## src/hdl/mlsc_pkg.sv

```systemverilog
// Constants and types for the motion limit serial command block
package mlsc_pkg;

    // ********************************************************************
    // Timing
    // ********************************************************************
    localparam int CLK_HZ          = 200_000_000;
    localparam int CLK_PERIOD_PS   = 5000;
    localparam int BAUD_RATE       = 19200;                   // 8 data, no parity, 1 stop
    localparam int BIT_CYCLES      = CLK_HZ / BAUD_RATE;      // Rounded down
    localparam int HALF_SEC_MS     = 500;
    localparam int HALF_SEC_CYCLES = HALF_SEC_MS * (CLK_HZ / 1000);
    localparam int TXD_UNIT_PS     = 4_340_000;               // 4.34 us per delay step
    localparam int TXD_UNIT_CYCLES = (TXD_UNIT_PS + CLK_PERIOD_PS - 1) / CLK_PERIOD_PS;
    localparam int TXD_BASE_US     = 40;
    localparam int TXD_BASE_CYCLES = (TXD_BASE_US * 1_000_000 + CLK_PERIOD_PS - 1) / CLK_PERIOD_PS;

    // ********************************************************************
    // Command numbers (upper five bits of a command byte)
    // ********************************************************************
    localparam logic [4:0] CMD_QUERY_SPEED = 5'h03;
    localparam logic [4:0] CMD_TRAVEL      = 5'h04;
    localparam logic [4:0] CMD_REPLY_DELAY = 5'h07;
    localparam logic [4:0] CMD_SPEED_LIMIT = 5'h08;
    localparam logic [4:0] CMD_RAMP_RATE   = 5'h09;
    localparam logic [2:0] ID_BROADCAST    = 3'h0;

    // ********************************************************************
    // Reset values
    // ********************************************************************
    localparam logic [15:0] SPEED_LIMIT_RST = 16'h0024;
    localparam logic [7:0]  RAMP_RATE_RST   = 8'h0F;
    localparam logic [7:0]  RAMP_RATE_MIN   = 8'h01;
    localparam logic [7:0]  REPLY_DELAY_RST = 8'h73;

    // ********************************************************************
    // State
    // ********************************************************************
    typedef enum logic [1:0] {
        RX_IDLE  = 2'b00,
        RX_START = 2'b01,
        RX_DATA  = 2'b10,
        RX_STOP  = 2'b11
    } mlsc_rx_t;

    typedef enum logic [2:0] {
        TX_IDLE  = 3'b000,
        TX_WAIT  = 3'b001,
        TX_START = 3'b010,
        TX_DATA  = 3'b011,
        TX_STOP  = 3'b100
    } mlsc_tx_t;

    typedef struct packed {
        logic        line_s1;
        logic        line_s2;
        logic [2:0]  id_s1;
        logic [2:0]  id_s2;
        mlsc_rx_t    rx_st;
        logic [13:0] rx_cnt;
        logic [2:0]  rx_bit;
        logic [7:0]  rx_shift;
        logic        rx_valid;
        logic [7:0]  rx_byte;
        logic [1:0]  parse_left;
        logic [4:0]  parse_cmd;
        logic        parse_mine;
        logic [7:0]  parse_hi;
        logic [15:0] speed_limit;
        logic [7:0]  ramp_rate;
        logic [7:0]  reply_delay;
        logic [26:0] half_cnt;
        logic        half_tick;
        logic [15:0] speed_cur;
        logic [31:0] set_point;
        logic [16:0] drive;
        mlsc_tx_t    tx_st;
        logic [19:0] tx_cnt;
        logic [2:0]  tx_bit;
        logic [7:0]  tx_shift;
        logic [7:0]  tx_lo;
        logic        tx_more;
        logic        line_out;
        logic        line_oe;
    } mlsc_state_t;

endpackage

```

## src/hdl/mlsc_core.sv

```systemverilog
// Serial command interpreter and speed profile for a wheel position controller
`timescale 1ns/10ps
// Summary of operation
// RQ1: Speed limit command carries two bytes, high first.
// RQ2: Speed limit in positions per half second, resets 36.
// RQ3: New speed limit applies immediately.
// RQ4: Drive follows commanded minus measured wheel speed.
// RQ5: Set point advances by speed every half second.
// RQ6: Raised limit is reached by ramping.
// RQ7: Lowered limit clips current speed at once.
// RQ8: Host should change limit only while stopped.
// RQ9: Ramp rate command carries one unsigned byte.
// RQ10: Ramp rate resets to 15.
// RQ11: Accelerate to limit, brake to stop at end.
// RQ12: Ramp rate zero is replaced by one.
// RQ13: Host should change ramp rate only while stopped.
// RQ14: Frames are 19.2 kbit/s, 8N1.
// RQ15: Line released whenever not transmitting.
// RQ16: Up to four devices; answer own identifier.
// RQ17: Minimum delay before and between reply bytes.
// RQ18: Wait without timeout for all data bytes.
// RQ19: Unaddressed devices still discard data bytes.
// RQ20: Command code decides zero, one, two bytes.
// RQ21: Host never queries an absent identifier.
// RQ22: Reply delay resets 115; 4.34us steps plus 40us.
// RQ23: Command in upper five bits, identifier lower three.
// RQ24: Settings change only after complete command.
module mlsc_core #(
    parameter int BIT_CYCLES      = mlsc_pkg::BIT_CYCLES,
    parameter int HALF_SEC_CYCLES = mlsc_pkg::HALF_SEC_CYCLES,
    parameter int TXD_BASE_CYCLES = mlsc_pkg::TXD_BASE_CYCLES
) (
    input  wire logic        i_clk_sys,
    input  wire logic        i_reset_n,
    input  wire logic        i_data_in,
    input  wire logic [2:0]  i_dev_id,
    input  wire logic [15:0] i_dist_to_go,
    input  wire logic [15:0] i_wheel_speed,
    output logic             o_data_out,
    output logic             o_data_oe,
    output logic [15:0]      o_speed_cur,
    output logic [31:0]      o_set_point,
    output logic [16:0]      o_drive
);

    // ********************************************************************
    // State and derived values
    // ********************************************************************
    mlsc_pkg::mlsc_state_t cur;
    mlsc_pkg::mlsc_state_t nxt;
    logic [19:0]           wait_cyc;

    // Reply gap: setting times the unit step plus the fixed base [RQ22]
    assign wait_cyc = 20'({12'h000, cur.reply_delay} * 20'(mlsc_pkg::TXD_UNIT_CYCLES))
                    + 20'(TXD_BASE_CYCLES);

    // Data bytes that follow each command code [RQ20]
    function automatic logic [1:0] mlsc_data_count(input logic [4:0] cmd);
        logic [1:0] n;
        n = 2'h0;
        case (cmd)
            mlsc_pkg::CMD_TRAVEL:      n = 2'h2;
            mlsc_pkg::CMD_SPEED_LIMIT: n = 2'h2;
            mlsc_pkg::CMD_REPLY_DELAY: n = 2'h1;
            mlsc_pkg::CMD_RAMP_RATE:   n = 2'h1;
            default:                   n = 2'h0;
        endcase
        return n;
    endfunction

    // ********************************************************************
    // Next state
    // ********************************************************************
    always_comb begin
        logic [31:0] brake_lhs;
        logic [31:0] brake_rhs;
        logic [16:0] speed_up;
        logic        my_id;
        brake_lhs = 32'h0000_0000;
        brake_rhs = 32'h0000_0000;
        speed_up  = 17'h0_0000;
        my_id     = 1'b0;
        nxt       = cur;
        nxt.rx_valid  = 1'b0;
        nxt.half_tick = 1'b0;

        // Two-stage synchronisers for the line and the identifier straps
        nxt.line_s1 = i_data_in;
        nxt.line_s2 = cur.line_s1;
        nxt.id_s1   = i_dev_id;
        nxt.id_s2   = cur.id_s1;

        // Receiver, mid-bit sampling; own transmissions are not heard [RQ14]
        nxt.rx_cnt = cur.rx_cnt + 14'h0001;
        unique case (cur.rx_st)
            mlsc_pkg::RX_IDLE: begin
                nxt.rx_cnt = 14'h0000;
                if (!cur.line_s2 && !cur.line_oe) begin
                    nxt.rx_st = mlsc_pkg::RX_START;
                end
            end
            mlsc_pkg::RX_START: begin
                if (cur.rx_cnt == 14'(BIT_CYCLES / 2)) begin
                    nxt.rx_cnt = 14'h0000;
                    nxt.rx_bit = 3'h0;
                    nxt.rx_st  = cur.line_s2 ? mlsc_pkg::RX_IDLE : mlsc_pkg::RX_DATA;
                end
            end
            mlsc_pkg::RX_DATA: begin
                if (cur.rx_cnt == 14'(BIT_CYCLES - 1)) begin
                    nxt.rx_cnt   = 14'h0000;
                    nxt.rx_shift = {cur.line_s2, cur.rx_shift[7:1]};
                    nxt.rx_bit   = cur.rx_bit + 3'h1;
                    if (cur.rx_bit == 3'h7) begin
                        nxt.rx_st = mlsc_pkg::RX_STOP;
                    end
                end
            end
            mlsc_pkg::RX_STOP: begin
                if (cur.rx_cnt == 14'(BIT_CYCLES - 1)) begin
                    // A bad stop bit drops the byte rather than desynchronising
                    nxt.rx_valid = cur.line_s2;
                    nxt.rx_byte  = cur.rx_shift;
                    nxt.rx_st    = mlsc_pkg::RX_IDLE;
                end
            end
        endcase

        // Command parser; no timeout while data bytes are awaited [RQ18]
        if (cur.rx_valid) begin
            if (cur.parse_left == 2'h0) begin
                // Command number high, identifier low; zero reaches all [RQ23] [RQ16]
                my_id = (cur.rx_byte[2:0] == cur.id_s2);
                nxt.parse_cmd  = cur.rx_byte[7:3];
                nxt.parse_mine = my_id || (cur.rx_byte[2:0] == mlsc_pkg::ID_BROADCAST);
                // Counted for every device, addressed or not [RQ19] [RQ20]
                nxt.parse_left = mlsc_data_count(cur.rx_byte[7:3]);
                // Broadcast queries would collide, so only the owner answers
                if (cur.rx_byte[7:3] == mlsc_pkg::CMD_QUERY_SPEED && my_id
                        && cur.tx_st == mlsc_pkg::TX_IDLE) begin
                    nxt.tx_st    = mlsc_pkg::TX_WAIT;
                    nxt.tx_cnt   = 20'h0_0000;
                    nxt.tx_shift = cur.speed_cur[15:8];
                    nxt.tx_lo    = cur.speed_cur[7:0];
                    nxt.tx_more  = 1'b1;
                end
            end else begin
                nxt.parse_left = cur.parse_left - 2'h1;
                if (cur.parse_left == 2'h2) begin
                    nxt.parse_hi = cur.rx_byte;                  // High byte first [RQ1]
                end
                // Settings move only when the last byte lands [RQ24]
                if (cur.parse_left == 2'h1 && cur.parse_mine) begin
                    unique case (cur.parse_cmd)
                        mlsc_pkg::CMD_SPEED_LIMIT: begin
                            nxt.speed_limit = {cur.parse_hi, cur.rx_byte};  // [RQ1] [RQ3]
                        end
                        mlsc_pkg::CMD_RAMP_RATE: begin
                            nxt.ramp_rate = (cur.rx_byte == 8'h00) ?
                                mlsc_pkg::RAMP_RATE_MIN : cur.rx_byte;      // [RQ9] [RQ12]
                        end
                        mlsc_pkg::CMD_REPLY_DELAY: begin
                            nxt.reply_delay = cur.rx_byte;                  // [RQ22]
                        end
                        default: begin
                        end
                    endcase
                end
            end
        end

        // Half-second time base
        if (cur.half_cnt == 27'(HALF_SEC_CYCLES - 1)) begin
            nxt.half_cnt  = 27'h000_0000;
            nxt.half_tick = 1'b1;
        end else begin
            nxt.half_cnt = cur.half_cnt + 27'h000_0001;
        end

        // Speed profile: brake when v*v reaches 2*a*d, else ramp up [RQ11] [RQ6]
        brake_lhs = {16'h0000, cur.speed_cur} * {16'h0000, cur.speed_cur};
        brake_rhs = {23'h00_0000, cur.ramp_rate, 1'b0} * {16'h0000, i_dist_to_go};
        speed_up  = {1'b0, cur.speed_cur} + {9'h000, cur.ramp_rate};
        if (cur.half_tick) begin
            // Whole speed each tick keeps slow rates exact over time [RQ5]
            nxt.set_point = cur.set_point + {16'h0000, cur.speed_cur};
            if (i_dist_to_go == 16'h0000 || brake_lhs >= brake_rhs) begin
                nxt.speed_cur = (cur.speed_cur > {8'h00, cur.ramp_rate}) ?
                    cur.speed_cur - {8'h00, cur.ramp_rate} : 16'h0000;    // [RQ11]
            end else if (speed_up > {1'b0, cur.speed_limit}) begin
                nxt.speed_cur = cur.speed_limit;                          // [RQ6]
            end else begin
                nxt.speed_cur = speed_up[15:0];                           // [RQ6]
            end
        end
        // A lowered limit cuts the speed without waiting for a tick [RQ7] [RQ3]
        if (nxt.speed_cur > cur.speed_limit) begin
            nxt.speed_cur = cur.speed_limit;
        end

        // Drive effort; negative asks for reverse torque [RQ4]
        nxt.drive = {1'b0, cur.speed_cur} - {1'b0, i_wheel_speed};

        // Reply transmitter with the minimum gap before each byte [RQ17]
        nxt.tx_cnt = cur.tx_cnt + 20'h0_0001;
        unique case (cur.tx_st)
            mlsc_pkg::TX_IDLE: begin
                nxt.tx_cnt = cur.tx_cnt;
            end
            mlsc_pkg::TX_WAIT: begin
                // A byte is taken at mid stop bit, so the first gap adds that half bit back
                if (cur.tx_cnt >= wait_cyc - 20'h0_0001
                        + (cur.tx_more ? 20'(BIT_CYCLES / 2) : 20'h0_0000)) begin
                    nxt.tx_cnt = 20'h0_0000;
                    nxt.tx_st  = mlsc_pkg::TX_START;
                end
            end
            mlsc_pkg::TX_START: begin
                if (cur.tx_cnt == 20'(BIT_CYCLES - 1)) begin
                    nxt.tx_cnt = 20'h0_0000;
                    nxt.tx_bit = 3'h0;
                    nxt.tx_st  = mlsc_pkg::TX_DATA;
                end
            end
            mlsc_pkg::TX_DATA: begin
                if (cur.tx_cnt == 20'(BIT_CYCLES - 1)) begin
                    nxt.tx_cnt   = 20'h0_0000;
                    nxt.tx_bit   = cur.tx_bit + 3'h1;
                    nxt.tx_shift = {1'b1, cur.tx_shift[7:1]};
                    if (cur.tx_bit == 3'h7) begin
                        nxt.tx_st = mlsc_pkg::TX_STOP;
                    end
                end
            end
            mlsc_pkg::TX_STOP: begin
                if (cur.tx_cnt == 20'(BIT_CYCLES - 1)) begin
                    nxt.tx_cnt   = 20'h0_0000;
                    nxt.tx_more  = 1'b0;
                    nxt.tx_shift = cur.tx_lo;
                    nxt.tx_st    = cur.tx_more ? mlsc_pkg::TX_WAIT : mlsc_pkg::TX_IDLE;
                end
            end
        endcase

        // Drive the line only inside a frame, released during gaps [RQ15]
        nxt.line_oe  = (nxt.tx_st == mlsc_pkg::TX_START) || (nxt.tx_st == mlsc_pkg::TX_DATA)
                    || (nxt.tx_st == mlsc_pkg::TX_STOP);
        nxt.line_out = (nxt.tx_st == mlsc_pkg::TX_DATA) ? nxt.tx_shift[0] :
                       (nxt.tx_st != mlsc_pkg::TX_START);
    end

    // ********************************************************************
    // State register
    // ********************************************************************
    always_ff @(posedge i_clk_sys or negedge i_reset_n) begin
        if (!i_reset_n) begin
            cur             <= '0;
            cur.line_s1     <= 1'b1;
            cur.line_s2     <= 1'b1;
            cur.line_out    <= 1'b1;
            cur.speed_limit <= mlsc_pkg::SPEED_LIMIT_RST;   // [RQ2]
            cur.ramp_rate   <= mlsc_pkg::RAMP_RATE_RST;     // [RQ10]
            cur.reply_delay <= mlsc_pkg::REPLY_DELAY_RST;   // [RQ22]
        end else begin
            cur <= nxt;
        end
    end

    // Outputs straight from the state flops
    assign o_data_out  = cur.line_out;
    assign o_data_oe   = cur.line_oe;
    assign o_speed_cur = cur.speed_cur;
    assign o_set_point = cur.set_point;
    assign o_drive     = cur.drive;

    // ********************************************************************
    // Assertions
    // ********************************************************************
    a_reset_defaults: assert property ( // [RQ2] [RQ10] [RQ22]
        @(posedge i_clk_sys) $rose(i_reset_n) |-> cur.speed_limit == 16'h0024
            && cur.ramp_rate == 8'h0F && cur.reply_delay == 8'h73)
        else $error("Configuration not at power-up defaults");

    a_limit_load: assert property ( // [RQ1] [RQ3] [RQ24]
        @(posedge i_clk_sys) disable iff (!i_reset_n)
        cur.rx_valid && cur.parse_left == 2'h1 && cur.parse_mine
            && cur.parse_cmd == mlsc_pkg::CMD_SPEED_LIMIT
        |=> cur.speed_limit == {$past(cur.parse_hi), $past(cur.rx_byte)})
        else $error("Speed limit not loaded from the two data bytes");

    a_limit_hold: assert property ( // [RQ24]
        @(posedge i_clk_sys) disable iff (!i_reset_n)
        !(cur.rx_valid && cur.parse_left == 2'h1) |=> $stable(cur.speed_limit))
        else $error("Speed limit changed outside a complete command");

    a_ramp_floor: assert property ( // [RQ12] [RQ9]
        @(posedge i_clk_sys) disable iff (!i_reset_n)
        cur.rx_valid && cur.parse_left == 2'h1 && cur.parse_mine
            && cur.parse_cmd == mlsc_pkg::CMD_RAMP_RATE && cur.rx_byte == 8'h00
        |=> cur.ramp_rate == 8'h01)
        else $error("Zero ramp rate not raised to one");

    a_speed_clip: assert property ( // [RQ7]
        @(posedge i_clk_sys) disable iff (!i_reset_n)
        $changed(cur.speed_limit) |-> ##1 cur.speed_cur <= $past(cur.speed_limit))
        else $error("Speed not clipped to a lowered limit");

    a_setpoint_step: assert property ( // [RQ5]
        @(posedge i_clk_sys) disable iff (!i_reset_n)
        cur.half_tick |=> cur.set_point == $past(cur.set_point) + {16'h0000, $past(cur.speed_cur)})
        else $error("Set point did not advance by the speed");

    a_ramp_step: assert property ( // [RQ6] [RQ11]
        @(posedge i_clk_sys) disable iff (!i_reset_n)
        !cur.half_tick && $stable(cur.speed_limit) |=> $stable(cur.speed_cur))
        else $error("Speed changed between half-second steps");

    a_count_data: assert property ( // [RQ19] [RQ20]
        @(posedge i_clk_sys) disable iff (!i_reset_n)
        cur.rx_valid && cur.parse_left == 2'h0
            && cur.rx_byte[7:3] == mlsc_pkg::CMD_SPEED_LIMIT
        |=> cur.parse_left == 2'h2)
        else $error("Speed limit command not followed by two counted bytes");

    a_reply_gap: assert property ( // [RQ17]
        @(posedge i_clk_sys) disable iff (!i_reset_n)
        cur.tx_st == mlsc_pkg::TX_START && $past(cur.tx_st) == mlsc_pkg::TX_WAIT
        |-> $past(cur.tx_cnt) + 20'h0_0001 >= wait_cyc)
        else $error("Reply byte sent before the minimum delay");

    a_line_release: assert property ( // [RQ15]
        @(posedge i_clk_sys) disable iff (!i_reset_n)
        cur.tx_st == mlsc_pkg::TX_IDLE || cur.tx_st == mlsc_pkg::TX_WAIT |-> !o_data_oe)
        else $error("Line driven outside a reply frame");

endmodule // mlsc_core

```

## config.mk

```make
export PLATFORM = sky130hd
export DESIGN_NAME = mlsc_core
export DESIGN_NICKNAME = d
export VERILOG_FILES = /design/src/hdl/mlsc_pkg.sv /design/src/hdl/mlsc_core.sv
export SDC_FILE = /design/constraint.sdc
export NUM_CORES = 1
export LEC_CHECK = 0
export CORE_MARGIN = 5
export CORE_UTILIZATION = 45
export DETAILED_ROUTE_END_ITERATION = 6
export DONT_BUFFER_PORTS = 1
export GPL_TIMING_DRIVEN = 0
export PLACE_DENSITY = 0.62
export SLEW_MARGIN = 20
export SYNTH_ARGS = -nofsm -noshare
export SYNTH_HDL_FRONTEND = slang
export SYNTH_SLANG_ARGS = --single-unit
export TNS_END_PERCENT = 1
```

## constraint.sdc

```tcl
create_clock -name i_clk_sys -period 14.75 [get_ports i_clk_sys]
set_clock_uncertainty 0.1 [all_clocks]
set_input_delay 0.7375 -clock i_clk_sys [delete_from_list [all_inputs] [get_ports i_clk_sys]]
set_output_delay 0.7375 -clock i_clk_sys [all_outputs]
set_load 0.1 [all_outputs]
```

== After elaboration in Yosys (flattened, before gate mapping) ==
Cells that the tools add are included.
Operators by class
  $add $sub $neg: 13
  multipliers: 3
  magnitude comparators: 5
  eq/ne operators: 35
  mux-type cells: 42
  bitwise gates (word level): 1
  reductions and logical operators: 31
Operator list (number)
  23-bit two-way mux: 5
  20-bit case mux with 4 select lines: 1
  16-bit two-way mux: 4
  27-bit two-way mux: 2
  17-bit two-way mux: 3
  48-bit two-way mux: 1
  14-bit case mux with 3 select lines: 1
  34-bit two-way mux: 1
  32-bit by 16-bit adder with 32-bit output: 1
  32-bit by 25-bit greater-or-equal comparator with 1-bit output: 1
  16-bit by 16-bit multiplier with 32-bit output: 1
  27-bit by 1-bit adder with 27-bit output (second input constant): 1
  27-bit equality test (second input constant): 1
  26-bit two-way mux: 1
  8-bit by 16-bit multiplier with 24-bit output: 1
  20-bit by 1-bit adder with 20-bit output (second input constant): 1
  20-bit by 13-bit adder with 20-bit output: 1
  20-bit by 14-bit equality test with 1-bit output (second input constant): 1
  5-bit by 4-bit equality test with 1-bit output (second input constant): 4
  20-bit greater-or-equal comparator: 1
  19-bit by 1-bit subtractor with 20-bit output (second input constant): 1
  18-bit by 13-bit adder with 19-bit output (second input constant): 1
  19-bit two-way mux: 1
  9-bit two-way mux: 2
  46 further kinds: 92
Word-level totals
  register bits after elaboration: 230
  bits of input ports: 38

== Depth between registers and ports, before layout ==
Gate-level depths: netlist of the first run.
  depth after elaboration: 12
  mapped depth: 49
  depth with buffers taken out: 45

== Worst setup path after synthesis of the first run ==
No wires, ideal clock.
  kind: reg2reg
  start point: register cur, in the netlist o_speed_cur[9]
  end point: register cur, in the netlist o_speed_cur[0]
  arrival: 10.466 ns
  setup slack: 4.064 ns
  cell stages (with the launch flop): 46
  path buffers: 5
  clock period less this slack: 10.686 ns
  cell sequence: dfrtp_1 clkbuf_1 clkbuf_1 nand2_1 fa_1 fa_1 inv_1 fa_1 fa_1 fa_1 inv_1 fa_1 inv_1 ha_1 buf_6 a21o_4 a211oi_2 a21oi_1 (+10 left out) nor3_2 o2111a_2 nand3_4 buf_6 a31oi_1 a21oi_1 ha_1 nor2b_1 o21a_1 o21a_1 o21ai_0 a21oi_1 o21ai_0 a21oi_1 o41ai_1 clkbuf_1 nor2_1 a31o_1
RTL lines
  start, declared: line mlsc_core.sv:49  | mlsc_pkg::mlsc_state_t cur;
  start signal, assigned: line mlsc_core.sv:265  | cur <= nxt;

==> impl_results.md, run 1 <==
- Hold Crit Class: input port to async pin
- Synth async-reset ratio: 100%
- Post-detailed-route count of antenna-violating nets: 0
- Via density: 5.41
- Initial antenna violation count: 2
- Detail Placement HPWL: around 58000 um
- DRT Pass-1 Iters: 6
- Post-Synth XOR/XNOR Area: under 10%
- FILL cells: about 6000
- Final nets: approximately 3700
- Clk Latency, worst-skew pair: 560 ps
- Synth Cell Area: between 0.02 and 0.03 mm2
- Cts repair resizes: 0
- Top_reg_cell synth: dfrtp_1
- Core Footprint: 0.0616 mm2
- Largest family of logic cells by synthesized area: adder cells
- Synth top cells by count: inv_1 (477), ha_1 (330), nand2_1 (264)
- Layout Utilization: between 40% and 50%
- Most common cell in the netlist: inv_1
- Width of the chip: between 200 and 300 um
- Compound-Gate Fraction of Synth Area: a little over a tenth
- Yosys warnings: 0
- Final Critical Period: between 10000 and 15000 ps
- Clk buf depth: 3
- Max_slew headroom: 25.0%
- Synth-to-layout area growth: 7.46%
- Fmax: 74.2 MHz
- Gr ovfl total: 0
- Power Dens Cells: roughly 47 mW/mm2
- I/O Buffers: 0
- Crit path DAT: 13810 ps
- Synth area leaders: dfrtp_1 (19%), fa_1 (19%), ha_1 (15%), inv_1 (6.4%), xnor2_1 (3.6%)
- Final Hold Fails: 0
- Syn_nets: 3704
- TritonCTS buffer count: 28
- Row count: just over 90
- Max stage delay on crit path: between 800 and 900 ps
- I/O pin count: 105
- RD Place Congestion: between 0.9 and 1
- Period utilization: around nine tenths
- Initial Util: between 40% and 50%
- Mean Syn Cell Area: 9.10 um2
- Die area: a little under 0.07 mm2
- Max Cap Viol: 0
- Leakage: 15.9 nW
- CP max-delay cell: dfrtp_1
- Seq cells post-synth: between 200 and 250
- Final setup fails: 0
- Kind of start point of the critical path: register
- Vias in the first global route: approximately 23000
- GR Util All Layers: 21.8%
- CP Max Fanout: 10
- R2R cell count: 45
- Vias: approximately 21000
- Post-Synth Adder-Cell Area: about a third
- TritonCTS clock tree: built
- Synth area leader: dfrtp_1
- # clock sinks: 230
- Post-Synth Simple-Gate Area: ~15%
- Worst EP required: 15080 ps
- CP endpoint kind: register
- Mapped Cells: just over 3000
- Design Area, Final: 0.0301 mm2
- Clock H-tree levels: 1
- Worst slew pin tran: about 1100 ps
- Yosys cell types: 95
- Setup CP Type: register to register
- Peak supply drop: between 0.00008 and 0.00009 V
- Top-area cell type share of the netlist area: between 10% and 20%
- Outcome: complete, no violations
- RSZ-0062 raised after global routing: false
- First-pass GRT wire length: between 100000 and 150000 um
- CP startpoint: o_speed_cur[2]
- Largest net degree at the start of global routing: approximately 230
- Wirelength per Cell: approximately 19 um
- Final WL: ~73000 um
- Post-synthesis sequential area ratio: between 20 and 25%
- Root buffer cell: clkbuf_16
- DRC viols: 0
- Reg clk slew, reported paths: ~60 ps
- TNS Setup: 0 ps
- Share of cells above drive strength 1: 8.89%
- Detailed Route Iter0 Violations: 1234
- Vert. Die Dim: 259 um
- Slew Viols, Final: 0
- Placed inst area: ~0.029 mm2
- EDFF count, synth: 0
- Worst r2r src: o_speed_cur[2]
- Worst path most repeated cell: fa_1
- Mux cell area share after synthesis: around 4.0%
## report_power, final
group	switching, W	total (W)	internal, W
combinational	0.0000435	0.0000537	0.0000101
sequential	0.00000158	0.000637	0.000635
clock	0.000271	0.000711	0.000439
total	0.000316	0.00140	0.00109
## flip-flops by register name, summed over array words and instances (netlist names)
register,flops
cur,163
o_set_point,32
o_drive,17
o_speed_cur,16
o_data_out,1
o_data_oe,1
## cell usage in the layout (no fill, tap or decap), types with 49 or more instances in the layout
cell      netlist  final
a21o_1         49     49
a21oi_1       111    111
and2_1        107    107
buf_4          66     66
clkbuf_1       76     85
dfrtp_1       216    216
fa_1          263    263
ha_1          330    330
inv_1         477    477
mux2_2         79     79
nand2_1       264    264
nand3_1        75     75
nor2_1        206    206
o21ai_0        99     99
xnor2_1       116    116
xor2_1         68     68
## worst paths after layout
path	slack (ps)	endpoint
min reg2reg	250	cur[224]
min	0.5	cur[218]
min in group i_clk_sys	80	cur[229]
max reg2reg	1270	o_speed_cur[0]
max in group asynchronous	13410	o_drive[5]
max	1270	o_speed_cur[0]
## per-stage QoR
step           power, W  hold WS (ps)  setup slack (ps)  instances
2_1_floorplan  0.000683           231              4060       3073
3_3_place_gp   0.000688           244              1580       3910
3_5_place_dp   0.000688           240              1450       3911
4_1_cts         0.00142          55.7              1380       3963
5_1_grt         0.00145          20.9               630       3964
6_report        0.00140         0.471              1270       3965
## area by class of cell
cell class,count,area [um2],area share [%]
Clock buffer,41,790,2.63
Inverter,482,1810,6.02
Clock inverter,10,161,0.537
Timing Repair Buffer,3,66.3,0.221
Tap cell,837,1050,3.48
Sequential cell,230,5770,19.2
Antenna cell,1,2.50,0.00832
Multi-Input combinational cell,2193,19500,64.8
Buffer,168,928,3.09
## timing repair
action	in CTS	in global routing
buffers inserted	0	0
hold buffers	1	0
endpoints found under the hold margin	230	0
## critical path: cells and delay by family, from the launching register on
family / cells / cell delay (ps)
AO/OA/AOI/OAI: 19 / 4200
adder cells (fa/ha/maj): 9 / 4170
buffers and inverters: 9 / 2410
AND/OR/NAND/NOR: 7 / 1270
flip-flops: 1 / 880
XOR/XNOR: 1 / 320
## logic make-up (layout without fill, tap and decap cells)
group           after synthesis  after routing
fa+ha+maj                   593            593
simple gates                860            860
flops                       230            230
other cells                   0              1
mux                         101            101
buf+inv                     650            704
compound gates              453            453
xor+xnor                    186            186
## layer usage
metal  GRT usage, %  wire (um)
met1           28.4      31300
met2           38.5      36400
met3           2.55       3530
met4           6.16       2290
met5              0          9
Note: power is estimated with default switching activity, not from simulation.
==> run 2: changes to the inputs <==
Settings changed: PLACE_DENSITY 0.62 to 0.66.
==> run 2 against run 1 <==
Net effect: the run now ends with DRC left; non-clock buffer count up 1; final cell count about the same; first-iteration DRC count up 8.3%; wire length down 3.5%; clock-buffer cell count down 3; largest cell class unchanged; core utilization up 0.057 points; critical path type unchanged; critical endpoint is now o_speed_cur[3].
==> impl_results.md, run 2 (synthesis results as in run 1) <==
- CP max-delay cell: dfrtp_1
- Clk Latency, worst-skew pair: about 560 ps
- RSZ-0062 raised after global routing: false
- Initial antenna violation count: 1
- Wirelength per Cell: around 18 um
- Comb pwr share: under 10%
- Vert. Die Dim: 259 um
- Final setup fails: 0
- Int Pwr: around 0.0011 W
- Core Footprint: 0.0616 mm2
- FILL cells: between 5000 and 6000
- Worst EP required: 15050 ps
- CP Max Fanout: 10
- TritonCTS clock tree: built
- Setup ws final: 1360 ps
- Peak supply drop: a little over 0.00009 V
- TNS Setup: 0 ps
- Outcome: finished with violations
- Clk buf depth: 3
- Max_slew headroom: 26.8%
- Setup bufs post-CTS: 0
- Crit path DAT: between 10000 and 15000 ps
- Reg-to-reg endpoint: o_speed_cur[3]
- Initial Util: between 40% and 50%
- Cts repair resizes: 0
- Design Area, Final: between 0.03 and 0.04 mm2
- Most flops, register: cur
- Footprint of the multi-input gates: 0.0195 mm2
- I/O pin count: ~110
- Vias: between 20000 and 25000
- Worst path most repeated cell: fa_1
- Worst slew pin tran: between 1000 and 1500 ps
- Post-place setup slack: ~1600 ps
- Net Sw Frac: ~23%
- Worst path bufs/invs: 9
- Largest net degree at the start of global routing: between 200 and 250
- DRT Pass-1 Iters: 7
- Die area: 0.0673 mm2
- Root buffer cell: clkbuf_16
- Slew Viols, Final: 0
- Hold depth: 0
- Clock share of power: about half
- Final Critical Period: approximately 13000 ps
- GR Util All Layers: a little over a fifth
- Placed inst area: 0.0290 mm2
- Most frequent cells in the layout: inv_1 (477), ha_1 (330), nand2_1 (264)
- Delay-heaviest family, CP: compound AO/OA/AOI/OAI gates
- Final WL: ~71000 um
- Kind of start point of the critical path: register
- Power Dens Cells: 47.1 mW/mm2
- RD Place Congestion: 0.950
- Leakage: 15.9 nW
- Period utilization: about 90%
- Post-Layout Cell Count: a little under 4000
- Gr ovfl total: 0
- Max Cap Viol: 0
- Clock H-tree levels: 1
- Worst r2r src: o_speed_cur[2]
- Final nets: about 3700
- Commonest non-fill, non-tap cell in the layout: inv_1
- Layout Utilization: between 40% and 50%
- Final Hold Fails: 0
- Synth-to-layout area growth: 7.58%
- Violated checks: DRC
- Reg clk slew, reported paths: 60 ps
- Hold Crit Class: input port to register
- Width of the chip: 259 um
- Max FFs per register: around 160
- Min-delay src: i_data_in
- Detail Placement HPWL: ~55000 um
- Max stage delay on crit path: ~870 ps
- Hold EP: cur[229]
- Hold Buf Count CTS: 2
- CP endpoint kind: register
- Row count: just over 90
- R2R cell count: 44
- P_sw: between 0.0003 and 0.0004 W
- First-pass GRT wire length: 115000 um
- Setup slack, reg-to-reg: 1360 ps
- Share of cells above drive strength 1: between 8 and 9%
- I/O Buffers: 0
- Placed Cells: between 3000 and 4000
- Via density: ~5.3
- Storage element area: 0.00577 mm2
- DRC viols: 26
- Setup CP Type: register to register
- Sequential share of power: 44.9%
- # clock sinks: 230
- CP startpoint: o_speed_cur[2]
- Vias in the first global route: approximately 22000
- Post-detailed-route count of antenna-violating nets: 0
- TritonCTS buffer count: 28
- Fmax: between 70 and 80 MHz
- Detailed Route Iter0 Violations: ~1300
## run 2: worst max path at each step
stage | endpoint | cells past startpoint
6_report | o_speed_cur[3] | 44
5_1_grt | o_speed_cur[4] | 45
4_1_cts | o_speed_cur[6] | 44
3_5_place_dp | o_speed_cur[6] | 44
3_3_place_gp | o_speed_cur[8] | 45
2_1_floorplan | o_speed_cur[0] | 45
## run 2: metal layers
metal / track usage, % / routed length [um] / share of wire (%) / vias up
li1: - / - / - / 10162
met4: 4.90 / 1660 / 2.3 / 0
met1: 28.8 / 31300 / 44 / 10400
met3: 2.63 / 3700 / 5.2 / 108
met2: 36.2 / 34300 / 48 / 545
met5: 0 / 0 / 0 / -
## run 2: stage by stage
stage	power, W	hold WS (ps)
final	0.00142	74.7
after floorplan	0.000683	231
after global placement	0.000688	234
after CTS	0.00144	48.6
after detailed placement	0.000688	238
after global routing	0.00146	45.6
## run 2: area by class of cell
| cell class | instances | share of cell area (%) |
|---|---|---|
| multi-input combinational | 2193 | 64.7 |
| antenna | 1 | 0.00831 |
| sequential | 230 | 19.2 |
| buffer | 168 | 3.08 |
| inverter | 482 | 6.01 |
| timing repair buffer | 4 | 0.249 |
| clock buffer | 38 | 2.59 |
| tap | 837 | 3.48 |
| clock inverter | 14 | 0.669 |
## run 2: power by group through the flow
stage	logic, W	clock network (W)	registers, W
after floorplan	0.0000353	0	0.000648
after global placement	0.0000402	0	0.000648
after detailed placement	0.0000404	0	0.000648
after CTS	0.0000548	0.000744	0.000637
after global routing	0.0000596	0.000769	0.000637
final	0.0000549	0.000726	0.000637
